--- src/core/fcs_defines.vh ---
`ifndef FCS_DEFINES_VH
`define FCS_DEFINES_VH
`define FCS_ST2_CM_BIT 6
`define FCS_ST2_DD_BIT 5
`define FCS_ST2_WC_BIT 4
`define FCS_ST2_BC_BIT 1
`define FCS_ST2_MD_BIT 0
`define FCS_ST3_WP_BIT 6
`define FCS_ST3_T0_BIT 4
`define FCS_ST3_HD_BIT 2
`define FCS_BAD_TRACK 8'hFF
`define FCS_MODE_LSB 2
`define FCS_BURST_BIT 1
`define FCS_MODE_AT 2'h0
`define FCS_MODE_PS2 2'h1
`define FCS_MODE_M30 2'h2
`define FCS_DOR_RST_BIT 2
`define FCS_DOR_DMA_BIT 3
`define FCS_FIFO_DEPTH 5'h10
`define FCS_PROC_CYCLES 2'h2
`define FCS_ST3_FIXED 8'h28
`endif

--- src/core/fcs_status_two.v ---
`timescale 1ns/100ps
`include "fcs_defines.vh"
module fcs_status_two (
    input wire clk_sys_in,
    input wire rst_in,
    // clear and events
    input wire clear_in,
    input wire ev_mark_kind_in,
    input wire read_deleted_in,
    input wire ev_crc_bad_in,
    input wire ev_id_in,
    input wire [7:0] id_track_in,
    input wire [7:0] kept_track_in,
    input wire ev_no_mark_in,
    // value
    output wire [7:0] status_two_out
);
    reg control_mark_flag_q;
    reg data_field_crc_flag_q;
    reg wrong_track_flag_q;
    reg bad_track_flag_q;
    reg missing_data_mark_flag_q;
    wire mismatch;
    wire mark_wrong;
    assign mismatch = ev_id_in && (id_track_in != kept_track_in);
    // mark_kind 1 = deleted mark seen
    assign mark_wrong = ev_mark_kind_in ^ read_deleted_in;
    always @(posedge clk_sys_in or posedge rst_in) begin
        if (rst_in) begin
            control_mark_flag_q <= 1'b0;
            data_field_crc_flag_q <= 1'b0;
            wrong_track_flag_q <= 1'b0;
            bad_track_flag_q <= 1'b0;
            missing_data_mark_flag_q <= 1'b0;
        end else begin
            // set wins over clear
            control_mark_flag_q <= (control_mark_flag_q && !clear_in)
                || mark_wrong;
            data_field_crc_flag_q <= (data_field_crc_flag_q && !clear_in)
                || ev_crc_bad_in;
            wrong_track_flag_q <= (wrong_track_flag_q && !clear_in) || mismatch;
            bad_track_flag_q <= (bad_track_flag_q && !clear_in)
                || (mismatch && id_track_in == `FCS_BAD_TRACK);
            missing_data_mark_flag_q <= (missing_data_mark_flag_q && !clear_in)
                || ev_no_mark_in;
        end
    end
    assign status_two_out = {1'b0, control_mark_flag_q, data_field_crc_flag_q,
        wrong_track_flag_q, 2'b00, bad_track_flag_q, missing_data_mark_flag_q};
endmodule // fcs_status_two

--- src/core/fcs_fifo_ctrl.v ---
`timescale 1ns/100ps
`include "fcs_defines.vh"
module fcs_fifo_ctrl (
    input wire clk_sys_in,
    input wire rst_in,
    // control
    input wire enable_in,
    input wire [3:0] fifo_threshold_param_in,
    input wire to_host_in,
    input wire sector_last_in,
    // fill level
    input wire [4:0] level_in,
    // request
    output wire [4:0] threshold_out,
    output reg dma_request_out
);
    wire [4:0] thr;
    wire [4:0] hi_mark;
    assign thr = {1'b0, fifo_threshold_param_in} + 5'h01;
    assign threshold_out = thr;
    assign hi_mark = `FCS_FIFO_DEPTH - thr;
    always @(posedge clk_sys_in or posedge rst_in) begin
        if (rst_in) begin
            dma_request_out <= 1'b0;
        end else if (!enable_in) begin
            dma_request_out <= 1'b0;
        end else if (to_host_in) begin
            if (level_in >= hi_mark || sector_last_in) begin
                dma_request_out <= 1'b1;
            end else if (level_in == 5'h00) begin
                dma_request_out <= 1'b0;
            end
        end else begin
            if (level_in == `FCS_FIFO_DEPTH) begin
                dma_request_out <= 1'b0;
            end else if (`FCS_FIFO_DEPTH - level_in >= thr) begin
                dma_request_out <= 1'b1;
            end
        end
    end
endmodule // fcs_fifo_ctrl

--- src/core/fcs_core.v ---
`timescale 1ns/100ps
`include "fcs_defines.vh"
module fcs_core (
    input wire clk_sys_in,
    input wire rst_in,
    // host register writes
    input wire dor_wr_in,
    input wire [7:0] dor_data_in,
    input wire dsr_wr_in,
    input wire dsr_reset_in,
    input wire [7:0] logical_device_config_reg_in,
    // command bytes
    input wire cmd_wr_in,
    input wire [7:0] cmd_data_in,
    input wire result_rd_in,
    // configure and specify results from decoder
    input wire cfg_load_in,
    input wire cfg_fifo_en_in,
    input wire [3:0] cfg_thr_in,
    input wire cfg_poll_off_in,
    input wire spec_load_in,
    input wire spec_dma_in,
    // execution events
    input wire exec_done_in,
    input wire ev_mark_kind_in,
    input wire read_deleted_in,
    input wire ev_crc_bad_in,
    input wire ev_id_in,
    input wire [7:0] id_track_in,
    input wire [7:0] kept_track_in,
    input wire ev_no_mark_in,
    input wire to_host_in,
    input wire sector_last_in,
    input wire [4:0] fifo_level_in,
    input wire irq_raw_in,
    // drive pins
    input wire write_protect_in,
    input wire track_zero_input_in,
    input wire head_sel_in,
    input wire [1:0] drive_sel_in,
    // status
    output wire [7:0] result_status_two_out,
    output wire [7:0] result_status_three_out,
    output wire request_for_master_flag_out,
    output wire transfer_direction_flag_out,
    output wire core_reset_out,
    output wire power_down_exit_out,
    output wire polling_on_out,
    // host side gates
    output reg dma_request_out,
    output reg irq_out,
    output wire burst_mode_out,
    output reg density_select_output_out,
    input wire high_density_in,
    output wire [4:0] threshold_out
);
    localparam PH_CMD = 4'b0001;
    localparam PH_BUSY = 4'b0010;
    localparam PH_EXEC = 4'b0100;
    localparam PH_RES = 4'b1000;

    reg [2:0] wp_sync_q;
    reg [2:0] t0_sync_q;
    reg wp_q;
    reg t0_q;
    reg [7:0] dor_q;
    reg dsr_rst_q;
    reg spec_dma_q;
    reg fifo_en_q;
    reg [3:0] thr_q;
    reg poll_off_q;
    reg [3:0] phase_q;
    reg [3:0] bytes_left_q;
    reg [1:0] proc_cnt_q;
    reg illegal_q;
    reg [3:0] res_left_q;
    reg start_q;
    reg gate_sel;
    reg density_low;
    reg [7:0] st3_val;
    wire soft_rst;
    wire [1:0] mode;
    wire gate_on;
    wire fifo_req;
    wire [3:0] need;
    wire known;

    // pin reset clears the output-register reset bit (active low bit = 0 held)
    always @(posedge clk_sys_in or posedge rst_in) begin
        if (rst_in) begin
            dor_q <= 8'h00;
        end else if (dor_wr_in) begin
            dor_q <= dor_data_in;
        end
    end

    // rate-register reset lasts one cycle then clears itself
    always @(posedge clk_sys_in or posedge rst_in) begin
        if (rst_in) begin
            dsr_rst_q <= 1'b0;
        end else begin
            dsr_rst_q <= dsr_wr_in && dsr_reset_in;
        end
    end

    // reset bit low means held in reset; either register alone holds the core in reset
    assign soft_rst = !dor_q[`FCS_DOR_RST_BIT] || dsr_rst_q;
    assign core_reset_out = soft_rst;
    assign power_down_exit_out = soft_rst;

    // specify settings survive soft resets and pin reset
    always @(posedge clk_sys_in) begin
        if (spec_load_in) begin
            spec_dma_q <= spec_dma_in;
        end
    end

    always @(posedge clk_sys_in or posedge rst_in) begin
        if (rst_in) begin
            fifo_en_q <= 1'b0;
            thr_q <= 4'h0;
            poll_off_q <= 1'b0;
        end else if (soft_rst) begin
            fifo_en_q <= 1'b0;
            thr_q <= 4'h0;
            poll_off_q <= 1'b0;
        end else if (cfg_load_in) begin
            fifo_en_q <= cfg_fifo_en_in;
            thr_q <= cfg_thr_in;
            poll_off_q <= cfg_poll_off_in;
        end
    end
    assign polling_on_out = !poll_off_q;

    // pin synchronisers, change counts when stages two and three agree
    always @(posedge clk_sys_in or posedge rst_in) begin
        if (rst_in) begin
            wp_sync_q <= 3'h0;
            t0_sync_q <= 3'h0;
            wp_q <= 1'b0;
            t0_q <= 1'b0;
        end else begin
            wp_sync_q <= {wp_sync_q[1:0], write_protect_in};
            t0_sync_q <= {t0_sync_q[1:0], track_zero_input_in};
            if (wp_sync_q[1] == wp_sync_q[2]) begin
                wp_q <= wp_sync_q[2];
            end
            if (t0_sync_q[1] == t0_sync_q[2]) begin
                t0_q <= t0_sync_q[2];
            end
        end
    end

    // status three: fixed ones with synchronised write-protect and track-zero levels and live head and drive pins laid over them
    always @* begin
        st3_val = `FCS_ST3_FIXED;
        st3_val[`FCS_ST3_WP_BIT] = wp_q;
        st3_val[`FCS_ST3_T0_BIT] = t0_q;
        st3_val[`FCS_ST3_HD_BIT] = head_sel_in;
        st3_val[1:0] = drive_sel_in;
    end
    assign result_status_three_out = st3_val;

    // command length lookup; only opcodes with low five bits zero are illegal, other unlisted ones take 8 bytes
    assign known = (cmd_data_in[4:0] != 5'h00);
    assign need = (cmd_data_in[4:0] == 5'h13) ? 4'h3 :
        (cmd_data_in[4:0] == 5'h03) ? 4'h2 :
        (cmd_data_in[4:0] == 5'h08) ? 4'h0 : 4'h8;

    // command phase sequencer
    always @(posedge clk_sys_in or posedge rst_in) begin
        if (rst_in) begin
            phase_q <= PH_CMD;
            bytes_left_q <= 4'h0;
            proc_cnt_q <= 2'h0;
            illegal_q <= 1'b0;
            res_left_q <= 4'h0;
            start_q <= 1'b0;
        end else if (soft_rst) begin
            phase_q <= PH_CMD;
            bytes_left_q <= 4'h0;
            proc_cnt_q <= 2'h0;
            illegal_q <= 1'b0;
            res_left_q <= 4'h0;
            start_q <= 1'b0;
        end else begin
            start_q <= 1'b0;
            case (phase_q)
                PH_CMD: begin
                    if (cmd_wr_in) begin
                        phase_q <= PH_BUSY;
                        proc_cnt_q <= `FCS_PROC_CYCLES;
                        if (bytes_left_q == 4'h0) begin
                            start_q <= 1'b1;
                            illegal_q <= !known;
                            bytes_left_q <= known ? need : 4'h0;
                        end else begin
                            bytes_left_q <= bytes_left_q - 4'h1;
                        end
                    end
                end
                PH_BUSY: begin
                    if (proc_cnt_q != 2'h0) begin
                        proc_cnt_q <= proc_cnt_q - 2'h1;
                    end else if (illegal_q) begin
                        phase_q <= PH_RES;
                        res_left_q <= 4'h1;
                        illegal_q <= 1'b0;
                    end else if (bytes_left_q != 4'h0) begin
                        phase_q <= PH_CMD;
                    end else begin
                        phase_q <= PH_EXEC;
                    end
                end
                PH_EXEC: begin
                    if (exec_done_in) begin
                        phase_q <= PH_RES;
                        res_left_q <= 4'h7;
                    end
                end
                PH_RES: begin
                    if (result_rd_in) begin
                        if (res_left_q == 4'h1) begin
                            phase_q <= PH_CMD;
                        end
                        res_left_q <= res_left_q - 4'h1;
                    end
                end
                default: begin
                    phase_q <= PH_CMD;
                end
            endcase
        end
    end

    assign request_for_master_flag_out = (phase_q == PH_CMD) || (phase_q == PH_RES);
    assign transfer_direction_flag_out = (phase_q == PH_RES);

    fcs_status_two u_st2 (
        .clk_sys_in(clk_sys_in),
        .rst_in(rst_in),
        .clear_in(start_q || soft_rst),
        .ev_mark_kind_in(ev_mark_kind_in),
        .read_deleted_in(read_deleted_in),
        .ev_crc_bad_in(ev_crc_bad_in),
        .ev_id_in(ev_id_in),
        .id_track_in(id_track_in),
        .kept_track_in(kept_track_in),
        .ev_no_mark_in(ev_no_mark_in),
        .status_two_out(result_status_two_out)
    );

    fcs_fifo_ctrl u_fifo (
        .clk_sys_in(clk_sys_in),
        .rst_in(rst_in),
        .enable_in(fifo_en_q && phase_q == PH_EXEC && !soft_rst),
        .fifo_threshold_param_in(thr_q),
        .to_host_in(to_host_in),
        .sector_last_in(sector_last_in),
        .level_in(fifo_level_in),
        .threshold_out(threshold_out),
        .dma_request_out(fifo_req)
    );

    // interface mode gating of interrupt, DMA and density polarity
    assign mode = logical_device_config_reg_in[`FCS_MODE_LSB+1:`FCS_MODE_LSB];
    // reserved code 3 behaves like the third mode
    always @* begin
        gate_sel = dor_q[`FCS_DOR_DMA_BIT];
        density_low = 1'b1;
        case (mode)
            `FCS_MODE_AT: begin
                gate_sel = dor_q[`FCS_DOR_DMA_BIT];
                density_low = 1'b0;
            end
            `FCS_MODE_PS2: begin
                gate_sel = 1'b1;
                density_low = 1'b1;
            end
            `FCS_MODE_M30: begin
                gate_sel = dor_q[`FCS_DOR_DMA_BIT];
                density_low = 1'b1;
            end
            default: begin
                gate_sel = dor_q[`FCS_DOR_DMA_BIT];
                density_low = 1'b1;
            end
        endcase
    end
    assign gate_on = gate_sel;
    assign burst_mode_out = logical_device_config_reg_in[`FCS_BURST_BIT];

    // outputs registered so mode changes land on a clock edge
    always @(posedge clk_sys_in or posedge rst_in) begin
        if (rst_in) begin
            dma_request_out <= 1'b0;
            irq_out <= 1'b0;
            density_select_output_out <= 1'b1;
        end else begin
            dma_request_out <= fifo_req && gate_on && spec_dma_q;
            irq_out <= irq_raw_in && gate_on;
            density_select_output_out <= high_density_in ^ density_low;
        end
    end
endmodule // fcs_core

--- config.mk ---
export PLATFORM = sky130hd
export DESIGN_NAME = fcs_core
export DESIGN_NICKNAME = d
export VERILOG_FILES = /design/src/core/fcs_status_two.v /design/src/core/fcs_fifo_ctrl.v /design/src/core/fcs_core.v
export VERILOG_INCLUDE_DIRS = /design/src /design/src/core
export SDC_FILE = /design/constraint.sdc
export NUM_CORES = 1
export LEC_CHECK = 0
export ABC_AREA = 1
export ABC_CLOCK_PERIOD_IN_PS = 1900
export BUFFER_PORTS_ARGS = -buffer_cell sky130_fd_sc_hd__buf_2
export CAP_MARGIN = 20
export CELL_PAD_IN_SITES_DETAIL_PLACEMENT = 0
export CELL_PAD_IN_SITES_GLOBAL_PLACEMENT = 1
export CORE_AREA = 2 2 93 95
export CTS_BUF_LIST = sky130_fd_sc_hd__clkbuf_4 sky130_fd_sc_hd__clkbuf_8
export DETAILED_ROUTE_END_ITERATION = 7
export DIE_AREA = 0 0 95 97
export GPL_TIMING_DRIVEN = 0
export PLACE_DENSITY_LB_ADDON = 0.2
export SLEW_MARGIN = 20
export SYNTH_ARGS = -nofsm -noshare
export SYNTH_HDL_FRONTEND = slang
export SYNTH_HIERARCHICAL = 1
export SYNTH_SLANG_ARGS = --single-unit
--- constraint.sdc ---
create_clock -name clk_sys_in -period 1.9 [get_ports clk_sys_in]
set_input_delay 0.38 -clock clk_sys_in [delete_from_list [all_inputs] [get_ports clk_sys_in]]
set_output_delay 0.38 -clock clk_sys_in [all_outputs]
set_load 0.02 [all_outputs]
---- After elaboration in Yosys (flattened, before gate mapping) ----
Index checks and enable logic that the tools add are counted.
word-level totals
  logic and storage cells ................. 153
  register bits ........................... 45
  output and inout port bits .............. 30
cells by class
  multiplexer cells ....................... 50
  reductions and logical operators ........ 44
  eq/ne operators ......................... 24
  $lt $le $gt $ge ......................... 2
  add/subtract/negate cells ............... 6
  bitwise gates (word level) .............. 2
operators by type and width
  cell                                               count
  2-to-1 mux 4 bit                                   22
  2-to-1 mux 1 bit                                   20
  != test 3 bit (second input constant)              6
  one-hot mux 4 bit (4 select lines)                 1
  logical AND 1 bit                                  13
  one-hot mux 4 bit (3 select lines)                 1
  == test 5 bit (second input constant)              2
  greater-or-equal comparator 5 bit                  2
  AND reduction 5 bit                                2
  subtractor 5 bit (first input constant)            2
  logical OR 1 bit                                   9
  == test 4 x 1 -> 1 bit (second input constant)     2
  == test 8 bit (second input constant)              1
  != test 4 bit (second input constant)              2
  != test 8 bit                                      1
  nonzero test 2 bit                                 4
  nonzero test 4 bit                                 2
  subtractor 4 x 1 -> 4 bit (second input constant)  2
  2-to-1 mux 2 bit                                   3
  adder 4 x 1 -> 5 bit (second input constant)       1
  == test 5 x 2 -> 1 bit (second input constant)     1
  == test 5 x 4 -> 1 bit (second input constant)     1
  zero test 1 bit                                    5
  zero test 5 bit                                    1
  19 further kinds                                   22

---- Longest topological paths before layout ----
Gate-level depths: netlist of run 1.
  depth in word-level cells ............... 9
  depth in mapped cells ................... 14
  gate-level depth less buffers ........... 14

---- Cells and area by module ----
Netlist of run 1, hierarchy kept.
by module, submodules not included
  module          cells an instance  instances  seq. area each (um2)  area an instance (um2)
  fcs_core        248                1          933.4                 1968.1
  fcs_fifo_ctrl   77                 1          25.0                  476.7
  fcs_status_two  67                 1          125.1                 420.4

---- Worst setup path after synthesis of run 1 ----
OpenSTA, ideal clock, no wires.
  kind .................................... register -> register
  from .................................... register thr_q[0]
  to ...................................... register u_fifo.dma_request_out
  library setup time ...................... 0.120 ns
  slack ................................... 0.047 ns
  cell stages (with the launch flop) ...... 15
  arrival time ............................ 1.733 ns
  required time ........................... 1.780 ns
  clock period less this slack ............ 1.853 ns
  path through ............................ dfrtp_1 -> ha_1 -> nand2_1 -> inv_2 -> nor2_2 -> inv_2 -> nand3_1 -> xnor2_1 -> ha_1 -> nand2_1 -> inv_1 -> nand2_1 -> nand2_1 -> nand2_1 -> a21oi_1
between the ends
  cells in the longest elaborated chain, start to end .. 7
  elaborated cells between the ends (all ways) .. 11
  classes of those cells .................. add/sub: 2; order compare: 2; eq/ne: 2; mux: 3; reduce/logical: 2
RTL lines
  what                               line                source
  from (decl)                        fcs_core.v:70       reg [3:0] thr_q;
  from (signal assigned)             fcs_core.v:129      thr_q <= cfg_thr_in;
  adder 4 x 1 -> 5 bit (*)           fcs_fifo_ctrl.v:19  assign thr = {1'b0, fifo_threshold_param_in} + 5'h01;
  named net threshold_out[2]         fcs_core.v:55       output wire [4:0] threshold_out
  subtractor 5 bit (no line)         -
  greater-or-equal comparator 5 bit  fcs_fifo_ctrl.v:28  if (level_in >= hi_mark || sector_last_in) begin
  logical OR 1 bit                   fcs_fifo_ctrl.v:28
  2-to-1 mux 1 bit                   fcs_fifo_ctrl.v:28
  2-to-1 mux 1 bit                   fcs_fifo_ctrl.v:27  end else if (to_host_in) begin
  2-to-1 mux 1 bit                   fcs_fifo_ctrl.v:25  end else if (!enable_in) begin
  to (signal assigned)               fcs_fifo_ctrl.v:24  dma_request_out <= 1'b0;
  to (signal assigned)               fcs_fifo_ctrl.v:26  dma_request_out <= 1'b0;
  to (signal assigned)               fcs_fifo_ctrl.v:29  dma_request_out <= 1'b1;
  to (decl)                          fcs_fifo_ctrl.v:15  output reg dma_request_out
The timed path passes the listed nets; every way through them passes the cells marked *.
A chain may end at the register's enable or synchronous reset.

---- Worst setup path in the final report of run 1 ----
  from .................................... register thr_q[0]
  to ...................................... output port threshold_out[3]
between the ends
  cells in the longest elaborated chain, start to end .. 1
RTL lines
  what                  line
  adder 4 x 1 -> 5 bit  fcs_fifo_ctrl.v:19
  to (decl)             fcs_core.v:55
Every way passes these cells.

==> impl_results.md, run 1 <==
* Status: finished, final reports clean
* Sw frac at 33.9%
* Detailed Place HPWL at 5.14 mm
* Static leakage at ~2 nW
* Final Hold Viols at 0
* Routed len/inst at roughly 11 µm
* Seq cells post-synth at between 40 and 50
* CTS tree: yes
* Core area at just over 8000 µm²
* Die Wd at 95 µm
* Worst setup margin at 112 ps
* Layout cells sized above 1 at 28.7%
* GPL Wtd Cong at 0.820
* Switching pwr at 0.788 mW
* Period utilization at 94.1%
* Gate power share at 29.5%
* First-pass GRT wire length at roughly 10 mm
* Critical path required time at ~1500 ps
* RSZ-0062 raised after global routing: false
* Crit path max-delay cell type: dfrtp_2
* Worst VDD drop at 0.347 mV
* Syn avg cell area at 7.31 µm²
* Die area at approximately 9200 µm²
* Residual DRC at 0
* CP arrival at ~1400 ps
* IO buf count at 81
* Pre-CTS WS at -300 ps
* Synth warnings at 6
* Register share of total power at 44.6%
* Rows at 33
* Seq/Total Area, Yosys at roughly 38%
* Net count, final at 580
* Placed Instance Area at 3430 µm²
* Clock sink total at 43
* Worst Setup End Kind: primary output
* Largest net degree at the start of global routing at 26
* CP Cell Sequence: buf_4, nand3_2, xor2_2, buf_2
* Final hold slack at 180 ps
* Synthesized cell area at 2870 µm²
* Total grt overflow at 0
* WS Path Type: reg -> out
* Total CTS buffers at 5
* Slowest stage delay, CP at 460 ps
* Final setup viols at 0
* Area growth, synth to finish at 24.9%
* Clock transition at the registers of the reported paths at 80 ps
* Clk_lat worst skew at about 310 ps
* Drt pass-1 iters at 4
* Max frequency at about 560 MHz
* Vias/cell at 4.32
* Yosys cell types at 34
* Worst Setup Start Kind: flop
* HP Class: in -> reg
* Worst Skew at 12.0 ps
* Height of the die at 97 µm
* Clk root buf: clkbuf_8
* Routed wire length at between 6 and 7 mm
* Cells after Synth at 392
* Min Tclk post-route at 1790 ps
* PwrDens at 650 nW/µm²
* Initial antenna violation count at 0
* Top Ports at 106
* Max-Cap Viols at 0
* Max-slew violations at 0
* Vias at approximately 2,600
* Int Power at 1.54 mW
* First DRT Iteration DRCs at 90
* Initial Util at 35.2%
* All-Layer GR Usage at 14.2%
* Routed Antenna Nets at 0
* Clock Power Share at 25.9%
* Final Cell Area at 3580 µm²
* Post-Route Utilization at 44.0%
* # diodes at 0
* Crit Path Max Fanout at 5
* Number of global-route vias before repair at 2,466
* Max H-tree Level at 2
* Max clock buf depth at 2
cells in the final DEF, fill, tap and decap left out, drive strengths merged, types with 2 or more instances in the layout:
cell type,count
a21o,2
a21oi,12
buf,103
clkbuf,8
clkinv,2
conb,6
dfrtp,40
dfstp,2
ha,18
inv,69
maj3,2
nand2,104
nand3,29
nand4,4
nor2,43
nor3,3
o21ai,19
or2,2
xnor2,8
xor2,3
Yosys cell counts, drive strengths merged:
| cell type | n | area share, % |
|---|---|---|
| buf | 20 | 5.4 |
| ha | 18 | 7.9 |
| nor2 | 43 | 6.4 |
| a31oi | 1 | 0.22 |
| maj3 | 2 | 0.70 |
| edfxtp | 1 | 1.0 |
| nor3 | 3 | 0.52 |
| dfrtp | 40 | 35 |
| o21ai | 19 | 3.3 |
| or2 | 2 | 0.44 |
| xnor2 | 8 | 2.4 |
| nand3 | 29 | 5.4 |
| a21oi | 12 | 2.1 |
| a21boi | 1 | 0.26 |
| clkinv | 1 | 0.13 |
| nand3b | 1 | 0.26 |
| clkbuf | 2 | 0.26 |
| mux2 | 1 | 0.39 |
| dfstp | 2 | 1.8 |
| inv | 69 | 9.0 |
| nand4 | 4 | 0.87 |
| nor3b | 1 | 0.26 |
| a21o | 2 | 0.52 |
| nand2 | 104 | 14 |
| conb | 3 | 0.39 |
| xor2 | 3 | 1.2 |
power by group through the flow:
| stage | Combinational (mW) | Sequential [mW] | Clock [mW] |
|---|---|---|---|
| 3_3_place_gp | 0.673 | 1.05 | 0 |
| 5_1_grt | 0.784 | 1.05 | 0.647 |
| 4_1_cts | 0.688 | 1.04 | 0.628 |
| 6_report | 0.687 | 1.04 | 0.603 |
| 3_5_place_dp | 0.684 | 1.05 | 0 |
| 2_1_floorplan | 0.475 | 1.05 | 0 |
per-layer routing:
| layer | routed length [µm] | up-vias | part of all wire, % | GRT usage, % |
|---|---|---|---|---|
| met1 | 2930 | 1125 | 47 | 18.3 |
| met2 | 2920 | 55 | 47 | 23.7 |
| met4 | 66 | 0 | 1.1 | 4.79 |
| met5 | 0 | - | 0 | 0 |
| li1 | - | 1368 | - | - |
| met3 | 330 | 7 | 5.3 | 2.41 |
stage by stage:
step | total power, mW | cells | TNS, ps
finish | 2.33 | 592 | 0
global placement | 1.73 | 581 | -273
floorplan | 1.52 | 395 | 0
global route | 2.48 | 592 | 0
detailed placement | 1.74 | 582 | -300
CTS | 2.35 | 591 | 0
repair_timing:
action / in CTS / in global routing
hold buffers: 1 / 0
gates resized for setup: 0 / 9
endpoints found under the hold margin: 6 / 0
endpoints found under the setup margin: 0 / 3
buffers inserted: 0 / 1
worst paths after layout:
| path | start | endpoint | slack (ps) | depth (start not counted) |
|---|---|---|---|---|
| max | thr_q[0]$_DFFE_PP0P_ | threshold_out[3] | 110 | 4 |
| min | write_protect_in | wp_sync_q[0]$_DFF_PP0_ | 180 | 1 |
| max reg2reg | thr_q[0]$_DFFE_PP0P_ | u_fifo/dma_request_out$_DFFE_PP0P_ | 130 | 11 |
| min reg2reg | wp_sync_q[0]$_DFF_PP0_ | wp_sync_q[1]$_DFF_PP0_ | 350 | 0 |
| max in group asynchronous | rst_in | density_select_output_out$_DFF_PP1_ | 810 | 4 |
| min in group asynchronous | rst_in | u_fifo/dma_request_out$_DFFE_PP0P_ | 500 | 3 |
registers in the layout, summed over array words and instances, names as in the netlist, 2 cells and up:
signal	count
bytes_left_q	4
dor_q	2
proc_cnt_q	2
t0_sync_q	3
thr_q	4
res_left_q	4
wp_sync_q	3
phase_q	4
critical path, delay by kind of cell, from the launching register on:
family	cells	cell delay (ps)
buf+inv	2	360
flops	1	460
xor+xnor	1	200
simple gates	1	80
layout make-up:
class / instances / area (µm²)
Buffer: 22 / 161
Clock buffer: 6 / 76.3
Clock inverter: 2 / 12.5
Fill cell: 858 / 4560
Inverter: 70 / 263
Multi-Input combinational cell: 260 / 1410
Sequential cell: 43 / 1080
Tap cell: 105 / 131
Timing Repair Buffer: 84 / 443
cells by family after synthesis:
kind of cell	share of synthesized area, %
AND/OR/NAND/NOR	28.0
AO/OA/AOI/OAI	6.42
adder cells (fa/ha/maj)	8.56
flip-flops	37.8
multiplexers	0.393
other	0.393
XOR/XNOR	3.62
buffers and inverters	14.8
Power figures use the tool's default switching activity.
==> inputs of run 2 (changes only) <==
--- a/config.mk
+++ b/config.mk
@@ -7,15 +7,15 @@
 export NUM_CORES = 1
 export LEC_CHECK = 0
 export ABC_AREA = 1
-export ABC_CLOCK_PERIOD_IN_PS = 1900
+export ABC_CLOCK_PERIOD_IN_PS = 1450
 export BUFFER_PORTS_ARGS = -buffer_cell sky130_fd_sc_hd__buf_2
 export CAP_MARGIN = 20
 export CELL_PAD_IN_SITES_DETAIL_PLACEMENT = 0
 export CELL_PAD_IN_SITES_GLOBAL_PLACEMENT = 1
-export CORE_AREA = 2 2 93 95
+export CORE_AREA = 2 2 98 100
 export CTS_BUF_LIST = sky130_fd_sc_hd__clkbuf_4 sky130_fd_sc_hd__clkbuf_8
 export DETAILED_ROUTE_END_ITERATION = 7
-export DIE_AREA = 0 0 95 97
+export DIE_AREA = 0 0 100 102
 export GPL_TIMING_DRIVEN = 0
 export PLACE_DENSITY_LB_ADDON = 0.2
 export SLEW_MARGIN = 20
==> constraint.sdc (replaced) <==
create_clock -name clk_sys_in -period 1.45 [get_ports clk_sys_in]
set_input_delay 0.29 -clock clk_sys_in [delete_from_list [all_inputs] [get_ports clk_sys_in]]
set_output_delay 0.29 -clock clk_sys_in [all_outputs]
set_load 0.02 [all_outputs]
==> run 2 against run 1 <==
Compared with the run above:
- non-clock buffer count grew 25
- worst setup slack worse by 430 ps
- routed wire length grew 14%
- power rose by 46%
- sequential power increased by 32%
- worst hold slack lost 98 ps
- global-route usage decreased by 0.15 points
- die area increased by 11%
- critical path depth grew 7
- the flow now finishes with violations (negative setup slack)
- final cell count grew 5.2%
==> impl_results.md, run 2 (same netlist as run 1, synthesis figures left out) <==
* Worst VDD drop at between 0.3 and 0.4 mV
* Net count, final at 605
* Die Wd at 100 µm
* Max-Cap Viols at 0
* Final setup viols at 11
* Drt pass-1 iters at 4
* Clk root buf: clkbuf_8
* First-pass GRT wire length at about 12 mm
* Top Ports at around 110
* Placed Instances at 588
* Die area at about 10,000 µm²
* HP Start: write_protect_in
* Residual DRC at 0
* Number of global-route vias before repair at 2,613
* Static leakage at ~2.2 nW
* Max H-tree Level at 2
* Rows at 35
* Max clock buf depth at 2
* Area growth, synth to finish at 44.8%
* Reg-to-Reg Start: thr_q[1]$_DFFE_PP0P_
* Initial Util at 31.5%
* Most frequent cells in the layout: 89 x nand2_1, 73 x buf_2, 55 x inv_1, 35 x buf_4, 35 x dfrtp_1
* Height of the die at 102 µm
* CTS tree: yes
* HP Class: in -> reg
* IO buf count at 81
* Final Hold Viols at 0
* CP delay by family, top: simple AND/OR/NAND/NOR gates
* Total grt overflow at 0
* Overall Power at ~3.4 mW
* Commonest non-fill, non-tap cell in the layout: nand2_1
* Detailed Place HPWL at between 5 and 6 mm
* Cell mode on critical path: nand2_1
* All-Layer GR Usage at 14.0%
* GPL Wtd Cong at around 0.85
* Core area at 9110 µm²
* Crit path max-delay cell type: dfrtp_1
* Worst Setup SP: thr_q[1]$_DFFE_PP0P_
* CP bufs+invs at 2
* Clk_lat worst skew at 300 ps
* Routed len/inst at about 11 µm
* Clock sink total at 43
* Number of fill cells at roughly 940
* Total CTS buffers at 5
* Vias at 2,745
* Clock transition at the registers of the reported paths at 90 ps
* Failing checks: negative setup slack
* Worst Skew at 6.42 ps
* Status: complete, but fails checks
* Min Tclk post-route at 1770 ps
* Final hold slack at slightly above 80 ps
* Worst Setup End Kind: flop
* Non-Filler Instances at 623
* Worst setup margin at -321 ps
* PwrDens at 821 nW/µm²
* Routed wire length at 7.09 mm
* WS Path Type: reg -> reg
* Critical path required time at 1690 ps
* Vias/cell at 4.41
* CP Cell Sequence: buf_6, nand3_4, xor2_4, inv_1, ha_4, nand2_1, nor2_1, nand2_1, nand3_1, nand2_1, a21oi_2
* Layout cells sized above 1 at 41.2%
* RSZ-0062 raised after global routing: true
* Max-slew violations at 0
* CP arrival at 2010 ps
* Period utilization at 122%
* First DRT Iteration DRCs at 96
* Max frequency at 565 MHz
* Initial antenna violation count at 0
* Largest net degree at the start of global routing at 29
* Crit Path Max Fanout at 3
* Routed Antenna Nets at 0
* Worst Setup Start Kind: flop
* Slowest stage delay, CP at 440 ps
* # diodes at 0
==> run 2: path summary, 6_finish.rpt <==
| kind | slack (ps) | endpoint | cells past startpoint |
|---|---|---|---|
| worst max-delay path | -320 | u_fifo/dma_request_out$_DFFE_PP0P_ | 11 |
| worst min-delay path | 80 | wp_sync_q[0]$_DFF_PP0_ | 1 |
| worst max register to register | -320 | u_fifo/dma_request_out$_DFFE_PP0P_ | 11 |
| worst min register to register | 350 | t0_sync_q[1]$_DFF_PP0_ | 0 |
| max in group asynchronous | 490 | density_select_output_out$_DFF_PP1_ | 4 |
| min in group asynchronous | 410 | u_fifo/dma_request_out$_DFFE_PP0P_ | 3 |
==> run 2: final cells by class <==
| class | count | area (µm²) | area share (%) |
|---|---|---|---|
| timing repair buffer | 110 | 734 | 17.7 |
| inverter | 70 | 268 | 6.45 |
| clock buffer | 5 | 68.8 | 1.66 |
| tap | 111 | 139 | 3.35 |
| buffer | 21 | 158 | 3.80 |
| multi-input combinational | 260 | 1670 | 40.2 |
| clock inverter | 3 | 23.8 | 0.573 |
| sequential | 43 | 1090 | 26.3 |
==> run 2: what timing repair did <==
action                                  4_1_cts  5_1_grt
endpoints found under the hold margin        13        0
endpoints found under the setup margin       19       26
buffers inserted                             16       11
gates resized for setup                      42       66
hold buffers                                  1        0
pin swaps                                    18       25
==> run 2: per-stage QoR <==
step                      instance area [µm²]  TNS (ps)  util, %  worst slack [ps]
after floorplan                          2900      -311        -              -311
after global placement                   3440     -9120     37.8              -637
after detailed placement                 3460      -912     38.0              -650
after CTS                                3860     -1060     42.4              -242
after global routing                     4150     -2730     45.5              -427
final                                    4150     -1350     45.5              -321
==> run 2: metal layers <==
| metal | part of all wire [%] | GRT usage [%] | up-vias | routed length (µm) |
|---|---|---|---|---|
| li1 | - | - | 1418 | - |
| met1 | 44 | 17.5 | 1270 | 3110 |
| met2 | 51 | 25.3 | 50 | 3630 |
| met3 | 3.9 | 2.26 | 7 | 275 |
| met4 | 1.0 | 3.79 | 0 | 74 |
| met5 | 0 | 0 | - | 0 |
==> run 2: power breakdown <==
| part | switching, mW | internal, mW |
|---|---|---|
| Sequential | 0.0667 | 1.30 |
| Combinational | 0.681 | 0.554 |
| Clock | 0.458 | 0.345 |
| Total | 1.21 | 2.20 |
==> run 2: worst register-to-register path, stage by stage (launching register included) <==
cell and delay (ps):
dfrtp_1 440, buf_6 150, nand3_4 100, xor2_4 180, inv_1 90, ha_4 260, nand2_1 50, nor2_1 90
nand2_1 60, nand3_1 60, nand2_1 80, a21oi_2 140
==> inputs of run 3 (changes only) <==
--- a/config.mk
+++ b/config.mk
@@ -18,6 +18,7 @@
 export DIE_AREA = 0 0 100 102
 export GPL_TIMING_DRIVEN = 0
 export PLACE_DENSITY_LB_ADDON = 0.2
+export REMOVE_ABC_BUFFERS = 1
 export SLEW_MARGIN = 20
 export SYNTH_ARGS = -nofsm -noshare
 export SYNTH_HDL_FRONTEND = slang
==> run 3 against run 2 <==
Compared with the run above:
- the flow still finishes with violations (negative setup slack)
- largest cell class unchanged
- worst hold slack gained 17 ps
- fmax grew 5.6%
- routed wire length shrank 2.4%
- combinational power shrank 13%
- count of clock-buffer cells in the layout grew 3
- critical path type unchanged
==> impl_results.md, run 3 (same netlist as run 1, synthesis figures left out) <==
* CTS tree: yes
* Met2 Use GR at 23.8%
* Worst Setup Start Kind: flop
* CP delay by family, top: flip-flops
* Top Ports at around 110
* Residual DRC at 0
* Vias/cell at 4.42
* Initial antenna violation count at 0
* All-Layer GR Usage at 13.5%
* Vias at 2,607
* Sequential cell area at 1090 µm²
* Die Wd at 100 µm
* Total grt overflow at 0
* Die area at between 10,000 and 15,000 µm²
* CP bufs+invs at 2
* Clock transition at the registers of the reported paths at 80 ps
* Area of the multi-input gates at between 1500 and 2000 µm²
* Met3 GRT Util at 2.67%
* Max-Cap Viols at 0
* Final Hold Viols at 0
* Commonest non-fill, non-tap cell in the layout: nand2_1
* Worst Skew at a little under 9 ps
* Largest net degree at the start of global routing at 27
* Worst setup margin at -227 ps
* WS Path Type: reg -> reg
* Worst VDD drop at between 0.3 and 0.4 mV
* Clk_lat worst skew at ~290 ps
* Height of the die at 102 µm
* Failing checks: negative setup slack
* Final setup viols at 10
* Rows at 35
* Worst Setup End Kind: flop
* Routed Antenna Nets at 0
* Slowest stage delay, CP at ~430 ps
* Static leakage at 2.06 nW
* PwrDens at 854 nW/µm²
* Detailed Place HPWL at 5.14 mm
* First DRT Iteration DRCs at 58
* Layout cells sized above 1 at 36.1%
* Status: complete, but fails checks
* Clk root buf: clkbuf_8
* Final Cell Area at 3870 µm²
* Critical path required time at 1670 ps
* Drt pass-1 iters at 4
* M1 GR Usage at 16.9%
* Number of fill cells at about 1,000
* Routed wire length at just under 7 mm
* # diodes at 0
* RSZ-0062 raised after global routing: true
* Clock sink total at 43
* Initial Util at 31.5%
* Most Crowded Layer GR: met2
* Max-slew violations at 0
* Period utilization at 116%
* Most frequent cells in the layout: 91 x nand2_1, 70 x buf_2, 57 x inv_1, 34 x dfrtp_1, 26 x nor2_1
* First-pass GRT wire length at 11.0 mm
* Placed Instance Area at 3260 µm²
* Routed len/inst at 11.7 µm
* Final hold slack at 98.9 ps
* GPL Wtd Cong at 0.766
* Area growth, synth to finish at 35.2%
* HP Class: in -> reg
* Core area at slightly above 9000 µm²
* Max H-tree Level at 2
* IO buf count at 77
* CP Cell Sequence: buf_6, nand3_4, xor2_4, inv_1, ha_1, nand2_1, nor2_1, nand2_1, nand3_1, nand2_1, a21oi_1
* Cell mode on critical path: nand2_1
* Min Tclk post-route at 1680 ps
* Max clock buf depth at 2
* CP arrival at 1900 ps
* Max frequency at 596 MHz
* Crit path max-delay cell type: dfrtp_2
* Number of global-route vias before repair at between 2,000 and 2,500
* Crit Path Max Fanout at 3
* Total CTS buffers at 5
* Net count, final at about 570
## run 3: layout make-up
| cell class | count | share of cell area, % |
|---|---|---|
| Multi-Input combinational cell | 261 | 42.3 |
| Sequential cell | 43 | 28.2 |
| Timing Repair Buffer | 97 | 16.3 |
| Inverter | 70 | 6.91 |
| Tap cell | 111 | 3.59 |
| Clock buffer | 8 | 2.68 |
## run 3: metrics by stage
stage	power, mW	cells	setup TNS, ps	worst slack, ps	util [%]
after detailed placement	2.21	562	-1880	-688	35.8
after global placement	2.20	561	-11430	-648	35.6
final	3.31	590	-1020	-227	42.5
after CTS	3.20	580	-1100	-245	39.5
after global routing	3.54	590	-2060	-375	42.5
after floorplan	1.93	373	-403	-403	-
## run 3: worst paths after layout
kind / startpoint / to / slack [ps] / depth (start not counted)
setup reg to reg: thr_q[0]$_DFFE_PP0P_ / u_fifo/dma_request_out$_DFFE_PP0P_ / -230 / 11
hold / removal: track_zero_input_in / t0_sync_q[0]$_DFF_PP0_ / 100 / 1
max in group asynchronous: rst_in / phase_q[0]$_DFFE_PP1P_ / 450 / 4
hold reg to reg: wp_sync_q[0]$_DFF_PP0_ / wp_sync_q[1]$_DFF_PP0_ / 370 / 0
setup / recovery: thr_q[0]$_DFFE_PP0P_ / u_fifo/dma_request_out$_DFFE_PP0P_ / -230 / 11
min in group asynchronous: rst_in / u_fifo/dma_request_out$_DFFE_PP0P_ / 410 / 3
## run 3: what timing repair did
item / CTS / global route
hold endpoints to repair: 15 / 0
setup buffers: 8 / 10
pin swaps: 12 / 14
endpoints found under the setup margin: 22 / 26
resized for setup: 41 / 54
gates cloned: 1 / 0
hold buffers: 1 / 0
## run 3: per-layer routing
layer  routed length, µm  share of wire, %
met2                3450                50
met1                3050                44
met4                  77               1.1
met3                 347               5.0
met5                   0                 0
## run 3: where the power goes
part | internal [mW] | switching (mW) | leakage (nW)
clock | 0.454 | 0.399 | 0.0549
combinational | 0.449 | 0.635 | 1.46
sequential | 1.30 | 0.0722 | 0.537
total | 2.20 | 1.11 | 2.06
